$ cat src/hdl/rcc_pkg.sv
// Package for the two-channel retimer control block: states, settings carriers and counts.
// Assumes a single 25 MHz reference clock drives all digital control logic.
package rcc_pkg;

    localparam int unsigned REF_FREQ_MHZ = 25;
    localparam int unsigned BOOST_W = 5;
    localparam int unsigned SCORE_W = 8;
    localparam int unsigned TAPS = 5;
    localparam int unsigned TAP_W = 5;
    localparam int unsigned WORD_W = 16;
    localparam int unsigned LOOK_DEPTH = 3;
    localparam int unsigned DWELL_CYCLES = 16;
    localparam int unsigned LOCK_WINDOW = 64;
    localparam int unsigned LOCK_TOL = 2;
    localparam logic [BOOST_W-1:0] BOOST_MAX = 5'h1F;
    localparam logic [8:0] PRBS9_SEED = 9'h1FF;
    localparam logic [30:0] PRBS31_SEED = 31'h7FFF_FFFF;
    localparam int unsigned PRBS9_TAP = 4;
    localparam int unsigned PRBS31_TAP = 27;
    localparam logic [1:0] SRC_RAW = 2'h0;
    localparam logic [1:0] SRC_RETIMED = 2'h1;
    localparam logic [1:0] SRC_PATTERN = 2'h2;
    localparam logic [1:0] SRC_LOOPBACK = 2'h3;

    typedef enum logic [2:0] {
        ADAPT_IDLE = 3'b000,
        ADAPT_WAIT_LOCK = 3'b001,
        ADAPT_MEASURE = 3'b010,
        ADAPT_DECIDE = 3'b011,
        ADAPT_DONE = 3'b100
    } rcc_adapt_state_t;

    typedef struct packed {
        logic [3:0] amplitude;
        logic [3:0] de_emphasis;
        logic edge_slow;
        logic invert;
        logic [1:0] source;
        logic pattern_long;
    } rcc_out_cfg_t;

    typedef struct packed {
        logic [WORD_W-1:0] data;
        logic [3:0] amplitude;
        logic [3:0] de_emphasis;
        logic edge_slow;
    } rcc_out_word_t;

endpackage

$ cat src/hdl/rcc_skid_buffer.sv
// Two-entry buffer with valid/ready on both sides, carrying one output word and its driver settings.
// Assumes one clock and an asynchronous active-low reset; data leave from registers.
`timescale 1ns/100ps
module rcc_skid_buffer #(
    parameter int unsigned WIDTH = 25
) (
    input wire logic clock, // Reference clock.
    input wire logic reset_n, // Asynchronous reset, active low.
    input wire logic in_valid, // Source offers a word.
    output logic in_ready, // Buffer can take a word.
    input wire logic [WIDTH-1:0] in_data, // Word from source.
    output logic out_valid, // Word available.
    input wire logic out_ready, // Sink takes the word.
    output logic [WIDTH-1:0] out_data // Head word, registered.
);
    typedef struct packed {
        logic [WIDTH-1:0] head;
        logic [WIDTH-1:0] tail;
        logic [1:0] count;
    } rcc_buf_state_t;

    rcc_buf_state_t s_reg, s_next;

    initial begin
        if (WIDTH < 1) $error("WIDTH must be at least one");
    end

    always_comb begin
        logic push;
        logic pop;
        push = 1'b0;
        pop = 1'b0;
        s_next = s_reg;
        push = in_valid && (s_reg.count != 2'h2);
        pop = out_ready && (s_reg.count != 2'h0);
        case ({push, pop})
            2'b10: begin
                if (s_reg.count == 2'h0) begin
                    s_next.head = in_data;
                end else begin
                    s_next.tail = in_data;
                end
                s_next.count = s_reg.count + 2'h1;
            end
            2'b01: begin
                s_next.head = s_reg.tail;
                s_next.count = s_reg.count - 2'h1;
            end
            2'b11: begin
                // A word passing through a one-entry buffer replaces the head directly.
                if (s_reg.count == 2'h1) begin
                    s_next.head = in_data;
                end else begin
                    s_next.head = s_reg.tail;
                    s_next.tail = in_data;
                end
            end
            default: begin
            end
        endcase
    end

    always_ff @(posedge clock or negedge reset_n) begin
        if (!reset_n) begin
            s_reg <= '0;
        end else begin
            s_reg <= s_next;
        end
    end

    assign in_ready = (s_reg.count != 2'h2);
    assign out_valid = (s_reg.count != 2'h0);
    assign out_data = s_reg.head;
endmodule

$ cat src/hdl/rcc_channel_control.sv
// Per-channel control for a two-lane retimer: boost adaptation, lock check, pattern generator, output mux.
// Assumes the reference clock drives clock, lane inputs are already sampled, and words move 16 bits a cycle.
`timescale 1ns/100ps
// Summary of operation
// - Two channels are built from one generate loop and share no state with each other.
// - Adaptation starts once signal is detected and begins right after the clock recovery loop locks.
// - A reset of the clock recovery loop restarts adaptation.
// - Adaptation steps the linear equalizer boost up to maximise the eye-based quality score.
// - If the score does not improve within the look-ahead depth, boost settles at the last better setting.
// - Five decision feedback taps adapt weight and polarity together with the linear equalizer setting.
// - Lock is judged by counting recovered-clock ticks against the 25 MHz reference.
// - The expected oscillator count is preloaded per data rate so loss of lock is flagged within one window.
// - Each channel generates a selectable 9-bit or 31-bit pseudo-random sequence.
// - The output mux picks raw, retimed, generated pattern or loopback from the other channel.
// - Amplitude, de-emphasis, edge rate and polarity inversion are applied to the selected stream.
module rcc_channel_control #(
    parameter int unsigned LANES = 2,
    parameter int unsigned LOOK_DEPTH = rcc_pkg::LOOK_DEPTH,
    parameter int unsigned DWELL = rcc_pkg::DWELL_CYCLES
) (
    input wire logic clock, // 25 MHz reference clock.
    input wire logic reset_n, // Asynchronous reset, active low.
    input wire logic [LANES-1:0] signal_detect, // Input signal present.
    input wire logic [LANES-1:0] recovery_reset, // Clock recovery loop reset, level.
    input wire logic [LANES-1:0] rate_tick, // Divided recovered-clock tick, sampled.
    input wire logic [LANES*8-1:0] rate_expect, // Preloaded expected ticks per window.
    input wire logic [LANES*rcc_pkg::SCORE_W-1:0] quality_score, // Eye monitor score.
    input wire logic [LANES*rcc_pkg::TAPS-1:0] dfe_error_sign, // Per-tap error correlation sign.
    input wire logic [LANES*rcc_pkg::WORD_W-1:0] raw_data, // Equalized data, not retimed.
    input wire logic [LANES*rcc_pkg::WORD_W-1:0] retimed_data, // Retimed data.
    input wire rcc_pkg::rcc_out_cfg_t [LANES-1:0] out_cfg, // Host output settings.
    input wire logic [LANES-1:0] out_ready, // Serializer takes the word.
    output logic [LANES-1:0] out_valid, // Word available for serializer.
    output rcc_pkg::rcc_out_word_t [LANES-1:0] out_word, // Word with driver settings.
    output logic [LANES-1:0] recovery_locked, // Lock indicator.
    output logic [LANES-1:0] adapt_done, // Adaptation finished.
    output logic [LANES*rcc_pkg::BOOST_W-1:0] linear_equalizer_boost, // Boost setting.
    output logic [LANES*rcc_pkg::TAPS*rcc_pkg::TAP_W-1:0] decision_feedback_equalizer_taps // Signed taps.
);
    localparam int unsigned SW = rcc_pkg::SCORE_W;
    localparam int unsigned BW = rcc_pkg::BOOST_W;
    localparam int unsigned WW = rcc_pkg::WORD_W;
    localparam int unsigned TW = rcc_pkg::TAP_W;
    localparam int unsigned NT = rcc_pkg::TAPS;
    localparam int unsigned OW = $bits(rcc_pkg::rcc_out_word_t);

    initial begin
        if (LANES != 2) $error("loopback needs exactly two lanes");
        if (LOOK_DEPTH < 1 || LOOK_DEPTH > 15) $error("LOOK_DEPTH must be 1 to 15");
        if (DWELL < 1 || DWELL > 255) $error("DWELL must be 1 to 255");
    end

    // One step of a Fibonacci generator producing a word, newest bit in the LSB.
    function automatic logic [30:0] prbs_step(input logic [30:0] st, input logic long_seq);
        logic [30:0] s;
        logic fb;
        s = st;
        fb = 1'b0;
        // Both lengths shift the whole register, so the low bits always hold the last word of sequence bits.
        for (int i = 0; i < WW; i++) begin
            fb = long_seq ? (s[30] ^ s[rcc_pkg::PRBS31_TAP]) : (s[8] ^ s[rcc_pkg::PRBS9_TAP]);
            s = {s[29:0], fb};
        end
        return s;
    endfunction

    typedef struct packed {
        rcc_pkg::rcc_adapt_state_t state;
        logic [BW-1:0] boost;
        logic [BW-1:0] best_boost;
        logic [SW-1:0] best_score;
        logic [3:0] look;
        logic [7:0] dwell;
        logic [NT*TW-1:0] taps;
        logic [7:0] win;
        logic [7:0] ticks;
        logic locked;
        logic [30:0] prbs;
        logic [1:0] src_last;
        logic long_last;
    } rcc_lane_state_t;

    logic [LANES-1:0] buf_ready;

    genvar g;
    generate
        for (g = 0; g < LANES; g++) begin : lane
            rcc_lane_state_t s_reg, s_next;
            logic [WW-1:0] pattern_word;
            logic [WW-1:0] sel;
            logic [30:0] prbs_base;
            logic [30:0] prbs_stepped;
            rcc_pkg::rcc_out_word_t offer;

            // A fresh selection starts from the seed in the same cycle, so no stale word reaches the buffer.
            assign prbs_base = (s_reg.src_last != rcc_pkg::SRC_PATTERN
                || s_reg.long_last != out_cfg[g].pattern_long)
                ? (out_cfg[g].pattern_long ? rcc_pkg::PRBS31_SEED : {22'h00_0000, rcc_pkg::PRBS9_SEED})
                : s_reg.prbs;
            assign prbs_stepped = prbs_step(prbs_base, out_cfg[g].pattern_long);
            assign pattern_word = prbs_stepped[WW-1:0];

            always_comb begin
                logic [7:0] diff;
                logic [TW-1:0] tap;
                diff = 8'h00;
                tap = '0;
                s_next = s_reg;
                // Lock window: count ticks over the first LOCK_WINDOW-1 of every LOCK_WINDOW reference cycles, compare to preload.
                s_next.win = s_reg.win + 8'h01;
                if (rate_tick[g]) begin
                    s_next.ticks = s_reg.ticks + 8'h01;
                end
                if (s_reg.win == 8'(rcc_pkg::LOCK_WINDOW - 1)) begin
                    diff = (s_reg.ticks > rate_expect[g*8 +: 8]) ? s_reg.ticks - rate_expect[g*8 +: 8]
                        : rate_expect[g*8 +: 8] - s_reg.ticks;
                    s_next.locked = (diff <= 8'(rcc_pkg::LOCK_TOL));
                    s_next.win = 8'h00;
                    s_next.ticks = 8'h00;
                end
                case (s_reg.state)
                    rcc_pkg::ADAPT_IDLE: begin
                        if (signal_detect[g]) begin
                            s_next.state = rcc_pkg::ADAPT_WAIT_LOCK;
                        end
                    end
                    rcc_pkg::ADAPT_WAIT_LOCK: begin
                        if (s_reg.locked) begin
                            s_next.state = rcc_pkg::ADAPT_MEASURE;
                            s_next.boost = '0;
                            s_next.best_boost = '0;
                            s_next.best_score = '0;
                            s_next.look = 4'h0;
                            s_next.dwell = 8'(DWELL);
                        end
                    end
                    rcc_pkg::ADAPT_MEASURE: begin
                        s_next.dwell = s_reg.dwell - 8'h01;
                        // Taps follow the error sign while the current boost settles.
                        for (int t = 0; t < NT; t++) begin
                            tap = s_reg.taps[t*TW +: TW];
                            if (dfe_error_sign[g*NT + t] && tap != 5'h0F) begin
                                tap = tap + 5'h01;
                            end else if (!dfe_error_sign[g*NT + t] && tap != 5'h10) begin
                                tap = tap - 5'h01;
                            end
                            s_next.taps[t*TW +: TW] = tap;
                        end
                        if (s_reg.dwell == 8'h01) begin
                            s_next.state = rcc_pkg::ADAPT_DECIDE;
                        end
                    end
                    rcc_pkg::ADAPT_DECIDE: begin
                        if (quality_score[g*SW +: SW] > s_reg.best_score) begin
                            s_next.best_score = quality_score[g*SW +: SW];
                            s_next.best_boost = s_reg.boost;
                            s_next.look = 4'h0;
                        end else begin
                            s_next.look = s_reg.look + 4'h1;
                        end
                        if ((quality_score[g*SW +: SW] <= s_reg.best_score && s_reg.look + 4'h1 >= 4'(LOOK_DEPTH))
                            || s_reg.boost == rcc_pkg::BOOST_MAX) begin
                            s_next.boost = (quality_score[g*SW +: SW] > s_reg.best_score) ? s_reg.boost
                                : s_reg.best_boost;
                            s_next.state = rcc_pkg::ADAPT_DONE;
                        end else begin
                            s_next.boost = s_reg.boost + 5'h01;
                            s_next.dwell = 8'(DWELL);
                            s_next.state = rcc_pkg::ADAPT_MEASURE;
                        end
                    end
                    rcc_pkg::ADAPT_DONE: begin
                        if (!signal_detect[g]) begin
                            s_next.state = rcc_pkg::ADAPT_IDLE;
                        end
                    end
                    default: s_next.state = rcc_pkg::ADAPT_IDLE;
                endcase
                // Recovery reset drops lock and forces a fresh adaptation.
                if (recovery_reset[g]) begin
                    s_next.state = rcc_pkg::ADAPT_IDLE;
                    s_next.locked = 1'b0;
                    s_next.win = 8'h00;
                    s_next.ticks = 8'h00;
                end
                // Pattern generator advances only when its word is accepted, so no bits are skipped.
                s_next.src_last = out_cfg[g].source;
                s_next.long_last = out_cfg[g].pattern_long;
                if (out_cfg[g].source == rcc_pkg::SRC_PATTERN) begin
                    s_next.prbs = buf_ready[g] ? prbs_stepped : prbs_base;
                end
            end

            always_ff @(posedge clock or negedge reset_n) begin
                if (!reset_n) begin
                    s_reg <= '{state: rcc_pkg::ADAPT_IDLE, prbs: rcc_pkg::PRBS31_SEED, default: '0};
                end else begin
                    s_reg <= s_next;
                end
            end

            always_comb begin
                case (out_cfg[g].source)
                    rcc_pkg::SRC_RAW: sel = raw_data[g*WW +: WW];
                    rcc_pkg::SRC_RETIMED: sel = retimed_data[g*WW +: WW];
                    rcc_pkg::SRC_PATTERN: sel = pattern_word;
                    rcc_pkg::SRC_LOOPBACK: sel = retimed_data[(LANES-1-g)*WW +: WW];
                    default: sel = retimed_data[g*WW +: WW];
                endcase
                offer.data = out_cfg[g].invert ? ~sel : sel;
                offer.amplitude = out_cfg[g].amplitude;
                offer.de_emphasis = out_cfg[g].de_emphasis;
                offer.edge_slow = out_cfg[g].edge_slow;
            end

            rcc_skid_buffer #(
                .WIDTH(OW)
            ) u_buf (
                .clock(clock),
                .reset_n(reset_n),
                .in_valid(1'b1),
                .in_ready(buf_ready[g]),
                .in_data(offer),
                .out_valid(out_valid[g]),
                .out_ready(out_ready[g]),
                .out_data(out_word[g])
            );

            assign recovery_locked[g] = s_reg.locked;
            assign adapt_done[g] = (s_reg.state == rcc_pkg::ADAPT_DONE);
            assign linear_equalizer_boost[g*BW +: BW] = s_reg.boost;
            assign decision_feedback_equalizer_taps[g*NT*TW +: NT*TW] = s_reg.taps;
        end
    endgenerate
endmodule

$ cat config.mk
export PLATFORM = sky130hd
export DESIGN_NAME = rcc_channel_control
export DESIGN_NICKNAME = d
export VERILOG_FILES = /design/src/hdl/rcc_pkg.sv /design/src/hdl/rcc_skid_buffer.sv /design/src/hdl/rcc_channel_control.sv
export SDC_FILE = /design/constraint.sdc
export NUM_CORES = 1
export LEC_CHECK = 0
export BUFFER_PORTS_ARGS = -buffer_cell sky130_fd_sc_hd__buf_2
export CAP_MARGIN = 0
export CORE_ASPECT_RATIO = 0.5
export CORE_MARGIN = 5
export CORE_UTILIZATION = 59
export DETAILED_ROUTE_END_ITERATION = 7
export HOLD_SLACK_MARGIN = 0.08
export PLACE_DENSITY = 0.81
export SYNTH_ARGS = -nofsm -noshare
export SYNTH_HDL_FRONTEND = slang
export SYNTH_SLANG_ARGS = --single-unit
$ cat constraint.sdc
create_clock -name clock -period 3.6 [get_ports clock]
set_input_delay 0.54 -clock clock [delete_from_list [all_inputs] [get_ports clock]]
set_output_delay 0.54 -clock clock [all_outputs]
set_load 0.05 [all_outputs]
Yosys cells after proc, flatten, opt, wreduce, memory -nomap -nowiden
Index checks and enable logic that the tools add are counted.
- add/subtract/negate cells: 38
- order comparisons: 10
- eq/ne operators: 76
- muxes and demuxes: 110
- bitwise gates (word level): 66
- reductions and logical operators: 94
- operators by type and width (cell ; count):
    25-bit two-way mux ; 8
    31-bit two-way mux ; 6
    25-bit case mux with 3 select lines ; 2
    16-bit case mux with 4 select lines ; 2
    5-bit two-way mux ; 22
    25-bit case mux with 2 select lines ; 2
    22-bit case mux with 2 select lines ; 2
    17-bit two-way mux ; 4
    33-bit two-way mux ; 2
    8-bit two-way mux ; 8
    1-bit XOR ; 64
    5-bit by 1-bit adder with 5-bit output (second input constant) ; 12
    5-bit by 4-bit != test with 1-bit output (second input constant) ; 10
    5-bit != test (second input constant) ; 10
    5-bit by 1-bit subtractor with 5-bit output (second input constant) ; 10
    8-bit case mux with 3 select lines ; 2
    2-bit nonzero test ; 20
    8-bit by 1-bit adder with 8-bit output (second input constant) ; 4
    8-bit > comparator ; 4
    1-bit two-way mux ; 32
    16-bit two-way mux ; 2
    16-bit inverter ; 2
    8-bit subtractor ; 4
    3-bit != test (second input constant) ; 10
    other kinds (32) ; 150
- bits in registers: 322
- bits of input ports: 142
- output and inout port bits: 116
- word-level logic and storage cells: 434

Logic depth before layout (Yosys ltp)
Gate-level depths: netlist (run 1).
- depth in word-level cells: 16
- gate-level depth with buffers: 12
- depth with buffers taken out: 11

Hierarchy
Synthesis (run 1) repeated with hierarchy kept, for this count alone.
- cell total of the unflattened synthesis: 2073
- area total of the unflattened synthesis: 20494.7 um^2
- by module, submodules not included (module ; instances ; cells an instance ; area an instance (um^2) ; sequential area each (um^2)):
    rcc_channel_control ; 1 ; 1571 ; 15104.5 ; 5532.8
    rcc_skid_buffer ; 2 ; 251 ; 2695.1 ; 1301.2

Worst setup path before layout (run 1)
Ideal clock, no wire load.
- path type: reg2out
- start point: register lane[1].s_reg[106] in the netlist's numbering
- end point: output port adapt_done[1]
- arrival time: 1.734 ns
- required time: 3.060 ns
- setup slack: 1.326 ns
- cell stages (with the launch flop): 3
- path buffers: 1
- cell sequence: dfrtp_1 > clkbuf_1 > nor3b_1
- cells in the longest elaborated chain, start to end: 1
- ends and longest elaborated chain (element ; RTL line ; source):
    start: declaration ; rcc_channel_control.sv:88 ; rcc_lane_state_t s_reg, s_next;
    start signal: assignment ; rcc_channel_control.sv:198 ; s_reg <= s_next;
    3-bit == test ; rcc_channel_control.sv:230 ; assign adapt_done[g] = (s_reg.state == rcc_pkg::ADAPT_DONE);
    end: declaration ; rcc_channel_control.sv:36 ; output logic [LANES-1:0] adapt_done,
Every way passes these cells.

==> impl_metrics.json, run 1 <==
{
  "crit_type": "reg2reg",
  "clock_skew_ns": 0.02336,
  "hp-class": "in2reg",
  "nFillCells": 2660,
  "period_minus_slack_ns": 3.060,
  "crit_fanout": 7,
  "post_cts_buffers": 0,
  "setup_tns_ns": 0,
  "antenna_left": 0,
  "hpwl_um": 37010,
  "syn_inst": 2089,
  "synthesis.area_sq_um": 19920,
  "grt-ovfl-total": 0,
  "use_met2": 0.4349,
  "track_usage": 0.2572,
  "drive_gt1_frac": 0.2172,
  "powerDensity_nw_per_um2": 744.8,
  "grt_pass1_vias": 15390,
  "cts.sinks": 322,
  "cts_max_level": 1,
  "crit_chain": "inv_1 > ha_1 > fa_1 > nor2b_1 > o31ai_1 > a21oi_1 > mux2_2 > a221oi_1 > o21ai_0 > xor2_1 > o22ai_1",
  "portBuffers": 257,
  "synth-async-reset-ratio": 1.000,
  "antenna_cells": 0,
  "setup_viol": 0,
  "grt-busiest-layer": "met2",
  "yosysSeqAreaShare": 0.4085,
  "crit_arrival_ns": 3.54,
  "met1_usage": 0.3454,
  "fp.dieH_um": 139.9,
  "synth_cell_types": 76,
  "nNetsFinal": 2476,
  "clkLatencyLatePin_ns": 0.57,
  "synth_fp_nets": 2347,
  "whs_path_depth": 3,
  "r2r_end": "recovery_locked[0]$_DFFE_PN0P_",
  "crit_path_start_kind": "register",
  "final_common_cell": "dfrtp_1",
  "clockBufferDepth": 3,
  "drtPass1Iterations": 6,
  "p_clk_frac": 0.207,
  "rsz0062_at_grt": "false",
  "vias_per_cell": 5.925,
  "setup_ws_ns": 0.5399,
  "worst_pin_slew_ns": 1.141,
  "max_slew_margin": 0.2314,
  "p_sw_uw": 7092,
  "core_area_sq_um": 33170,
  "drt_wl_total_um": 50170,
  "fmax_mhz": 326.8,
  "root_buffer": "clkbuf_16",
  "antenna_found_initial": 0,
  "timing_hold_violations_final": 0,
  "fp.dieArea_sq_um": 37750,
  "rows": 47,
  "use_met3": 0.05058,
  "clkTransAtPathRegs_ns": 0.07,
  "syn_avg_cell_area_sq_um": 9.533,
  "synthFlopType": "dfrtp_1",
  "crit_start": "lane[0].s_reg[35]$_DFFE_PN0P_",
  "io-pin-count": 258,
  "mostFrequentLayoutCells": "dfrtp_1 (260), buf_2 (256), nor2_1 (189)",
  "p_leak_uw": 0.01018,
  "synth_seq_cells": 322,
  "cap_viol_max_count": 0,
  "slew_violations": 0,
  "fp.dieW_um": 269.8,
  "drt_iter0_markers": 1214,
  "status": "finished, final reports clean",
  "p_sw_frac": 0.4336,
  "synth_edf_count": 0,
  "grt_max_degree": 93,
  "p_int_uw": 9263,
  "ys_warn_count": 0,
  "post-route-util": 0.6621,
  "wl_per_cell_um": 18.70,
  "critPathMaxStageDelay_ns": 0.50,
  "place_area_sq_um": 20900,
  "fin_crit_sh": 0.8500,
  "worst_r2r_path_depth": 11,
  "largest_reg_flops": 156,
  "cts_tree": "done",
  "vdd_drop_max_mv": 0.4474,
  "pre_cts_slack_ns": 0.4000,
  "slowest_stage": "a21oi_1",
  "ctsResizeCount": 0,
  "drc": 0,
  "r2r_slack_ns": 0.54,
  "design_area_sq_um": 21960,
  "critical_path.endpoint": "recovery_locked[0]$_DFFE_PN0P_",
  "endpoint_kind": "register",
  "pwr-share-seq": 0.368,
  "reg2reg_from": "lane[0].s_reg[35]$_DFFE_PN0P_",
  "combPwrFrac": 0.425,
  "totalPowerFinal_uw": 16360,
  "start_util": 0.6005,
  "cp.required_ns": 4.08,
  "grt_pass1_wl_um": 80710,
  "globalplace.congestion": 0.9983,
  "numCtsBuffers": 30,
  "syn2layout_area_growth_pct": 10.27,
  "num_vias": 15900
}
-- worst max-delay path, delay by kind of cell (launching register included) --
kind / cells / cell delay [ns]
simple gates: 1 / 0.17
compound gates: 5 / 1.10
fa+ha+maj: 2 / 0.61
xor+xnor: 1 / 0.16
buf+inv: 1 / 0.07
flops: 1 / 0.45
mux: 1 / 0.41
-- layer usage --
| layer | up-vias | routed length [um] |
|---|---|---|
| li1 | 7511 | - |
| met1 | 7750 | 21420 |
| met2 | 533 | 23940 |
| met3 | 102 | 3362 |
| met4 | 0 | 1453 |
| met5 | - | 0 |
-- kinds of logic (layout without fill, tap and decap cells) --
logic type,after synthesis,in the layout,synth area share
flops,322,322,0.4085
fa+ha+maj,116,116,0.07816
mux,81,81,0.05799
simple gates,524,524,0.1184
xor+xnor,188,188,0.08343
compound gates,568,568,0.1762
buf+inv,290,443,0.07728
-- power groups by stage --
stage	Sequential, uW	Combinational [uW]	Clock [uW]
4_1_cts	6000	6970	3440
5_1_grt	6160	7560	3610
3_5_place_dp	6030	6920	0
3_3_place_gp	6000	6750	0
6_report	6010	6950	3390
2_1_floorplan	5710	5940	0
-- layout make-up --
class	instances	area, sq um	area share
Clock buffer	41	873.3	0.03977
Inverter	91	341.6	0.01555
Multi-Input combinational cell	1477	10260	0.4670
Tap cell	441	551.8	0.02513
Timing Repair Buffer	296	1629	0.07418
Clock inverter	15	172.7	0.007863
Sequential cell	322	8135	0.3705
-- worst min-delay path by stage --
stage	start	endpoint
6_report	out_cfg[4]	lane[0].u_buf.s_reg[2]$_DFFE_PN0P_
5_1_grt	out_cfg[5]	lane[0].u_buf.s_reg[3]$_DFFE_PN0P_
4_1_cts	out_cfg[4]	lane[0].u_buf.s_reg[2]$_DFFE_PN0P_
3_5_place_dp	lane[0].u_buf.s_reg[6]$_DFFE_PN0P_	lane[0].u_buf.s_reg[6]$_DFFE_PN0P_
3_3_place_gp	lane[0].u_buf.out_data[16]$_DFFE_PN0P_	lane[0].u_buf.out_data[16]$_DFFE_PN0P_
2_1_floorplan	reset_n	decision_feedback_equalizer_taps[0]$_DFFE_PN0P_
-- synth_stat cells, types with 20 or more instances --
cell,n,area [sq um]
o21ai_1,24,120.1
dfstp_2,62,1629
nor2_1,189,709.4
mux2i_1,22,220.2
a22oi_1,20,150.1
clkbuf_1,66,247.7
nor3_1,24,120.1
a21o_1,29,217.7
dfrtp_1,260,6506
nand4_1,21,131.4
a21oi_1,151,755.7
ha_1,102,1276
xor2_1,84,735.7
a31oi_1,21,131.4
inv_1,91,341.6
a221oi_1,25,219.0
o22ai_1,31,193.9
buf_4,115,863.3
nand3_1,33,165.2
o21ai_0,167,835.8
mux4_2,24,540.5
nand2_1,171,641.9
xnor2_1,103,902.1
mux2_2,34,382.9
-- stage by stage --
step	cells	hold slack, ns
finish	2683	0.1727
global route	2683	0.1659
CTS	2683	0.1530
detailed placement	2626	0.4639
global placement	2626	0.4569
floorplan	2089	0.2444
-- repair_timing --
item | in CTS | in global routing
setup endpoints to repair | 0 | 0
hold buffers | 1 | 0
endpoints found under the hold margin | 79 | 0
(Power assumes the default switching activity.)
==> run 2, diff against run 1 <==
PLACE_DENSITY = default   (was 0.81)
PLACE_DENSITY_LB_ADDON = 0.08   (was default)
==> run 2 against run 1 <==
Final cell count about the same. Die area unchanged. Global-route usage decreased by 0.36 points. Hold slack got worse by 0.0048 ns. Clock skew decreased by 0.0034 ns. Setup slack improved by 0.18 ns. Combinational power decreased by 1%. Sequential share of layout area decreased by 0.061 points. Design area increased by 0.17%. Largest power group unchanged.
==> impl_metrics.json, run 2 (synthesis gave the netlist of run 1 again) <==
{
  "status": "finished, final reports clean",
  "antenna_left": 0,
  "cts.sinks": 322,
  "io-pin-count": 258,
  "grt-ovfl-total": 0,
  "whs_path_depth": 3,
  "timing_hold_violations_final": 0,
  "drtPass1Iterations": 5,
  "hp-class": "in2reg",
  "start_util": 0.6005,
  "clkTransAtPathRegs_ns": 0.07,
  "drt_iter0_markers": 1393,
  "endpoint_kind": "register",
  "drc": 0,
  "syn2layout_area_growth_pct": 10.45,
  "grt_max_degree": 88,
  "crit_type": "reg2reg",
  "max_slew_margin": 0.2192,
  "ctsResizeCount": 0,
  "rows": 47,
  "r2r_end": "recovery_locked[0]$_DFFE_PN0P_",
  "cap_viol_max_count": 0,
  "mostFrequentLayoutCells": "dfrtp_1 (260), buf_2 (256), nor2_1 (189)",
  "hp-start": "out_cfg[7]",
  "setup_tns_ns": 0,
  "totalPowerFinal_uw": 16340,
  "grt_pass1_vias": 15120,
  "ctsHoldBuffers": 1,
  "r2r_slack_ns": 0.72,
  "track_usage": 0.2536,
  "slew_violations": 0,
  "holdPathEnd": "lane[0].u_buf.s_reg[5]$_DFFE_PN0P_",
  "numCtsBuffers": 31,
  "cts_tree": "done",
  "clockBufferDepth": 3,
  "fp.dieH_um": 139.9,
  "powerDensity_nw_per_um2": 743.1,
  "cp.required_ns": 4.04,
  "cts_max_level": 1,
  "slowest_stage": "dfrtp_1",
  "root_buffer": "clkbuf_16",
  "clkLatencyLatePin_ns": 0.58,
  "fp.dieW_um": 269.8,
  "fp.dieArea_sq_um": 37750,
  "crit_chain": "inv_1 > ha_1 > fa_1 > nor2b_1 > o31ai_1 > a21oi_1 > buf_4 > mux2_2 > a221oi_1 > o21ai_0 > xor2_1 > o22ai_1",
  "nNetsFinal": 2475,
  "crit_path_start_kind": "register",
  "pre_cts_slack_ns": 0.5684,
  "num_vias": 15570,
  "p_leak_uw": 0.01021,
  "hpwl_um": 36050,
  "rsz0062_at_grt": "false",
  "largest_reg_flops": 156,
  "drt_wl_total_um": 49210,
  "vias_per_cell": 5.800,
  "crit_fanout": 9,
  "crit_arrival_ns": 3.32,
  "grt_pass1_wl_um": 79500,
  "setup_viol": 0,
  "critPathMaxStageDelay_ns": 0.46,
  "setup_ws_ns": 0.7158,
  "portBuffers": 257,
  "vdd_drop_max_mv": 0.4389,
  "fin_crit_sh": 0.8012,
  "wl_per_cell_um": 18.33,
  "worst_r2r_path_depth": 12,
  "core_area_sq_um": 33170,
  "final_common_cell": "dfrtp_1",
  "post_cts_buffers": 0,
  "clock_skew_ns": 0.01998,
  "reg2reg_from": "lane[0].s_reg[35]$_DFFE_PN0P_",
  "globalplace.congestion": 0.9395,
  "period_minus_slack_ns": 2.884,
  "fmax_mhz": 346.7,
  "worst_pin_slew_ns": 1.159,
  "drive_gt1_frac": 0.2164,
  "antenna_found_initial": 3
}
[run 2: changes by cell type in the layout (fill, tap and decap cells not counted), sizes merged]
| cell | before | now |
|---|---|---|
| clkinv | 5 | 7 |
| clkinvlp | 6 | 3 |
| clkbuf | 41 | 42 |
| buf | 295 | 293 |
| diode | 0 | 3 |
| bufinv | 3 | 4 |
[run 2: how the worst max path moves through the flow]
stage	endpoint	start	depth (start not counted)	slack, ns
floorplan	recovery_locked[1]$_DFFE_PN0P_	rate_expect[13]	11	0.87
global placement	lane[0].u_buf.out_data[10]$_DFFE_PN0P_	out_cfg[0]	9	0.57
detailed placement	lane[0].u_buf.out_data[10]$_DFFE_PN0P_	out_cfg[0]	9	0.57
CTS	recovery_locked[0]$_DFFE_PN0P_	lane[0].s_reg[35]$_DFFE_PN0P_	12	0.71
global route	recovery_locked[0]$_DFFE_PN0P_	lane[0].s_reg[35]$_DFFE_PN0P_	12	0.44
finish	recovery_locked[0]$_DFFE_PN0P_	lane[0].s_reg[35]$_DFFE_PN0P_	12	0.72
[run 2: per-layer routing]
metal,track usage,share of wire
met3,0.04887,0.054
met4,0.06522,0.025
met2,0.4264,0.49
met1,0.3436,0.44
met5,0,0
[run 2: worst max-delay path: cells and delay by family, from the launching register on]
| kind | cells | cell delay [ns] |
|---|---|---|
| AO/OA/AOI/OAI | 5 | 0.73 |
| XOR/XNOR | 1 | 0.15 |
| adder cells (fa/ha/maj) | 2 | 0.60 |
| buffers and inverters | 2 | 0.27 |
| flip-flops | 1 | 0.46 |
| multiplexers | 1 | 0.36 |
| AND/OR/NAND/NOR | 1 | 0.17 |
[run 2: power by group]
part / internal [uW] / switching (uW) / leakage (uW)
Combinational: 2390 / 4490 / 0.00581
Clock: 2010 / 1460 / 0.000524
Sequential: 4940 / 1060 / 0.00387
[run 2: metrics by stage]
| stage | utilization | cells | area [sq um] | hold slack, ns |
|---|---|---|---|---|
| after detailed placement | 0.6302 | 2624 | 20900 | 0.4676 |
| after floorplan | - | 2089 | 19920 | 0.2444 |
| after global routing | 0.6632 | 2685 | 22000 | 0.1469 |
| after CTS | 0.6630 | 2682 | 21990 | 0.1380 |
| after global placement | 0.6302 | 2624 | 20900 | 0.4598 |
| final | 0.6632 | 2685 | 22000 | 0.1679 |
[run 2: layout make-up]
cell class,instances,area (sq um)
Sequential cell,322,8135
Clock inverter,15,188.9
Multi-Input combinational cell,1477,10260
Antenna cell,3,7.507
Inverter,91,341.6
Timing Repair Buffer,294,1627
Fill cell,2798,11170
Clock buffer,42,887.1
Tap cell,441,551.8
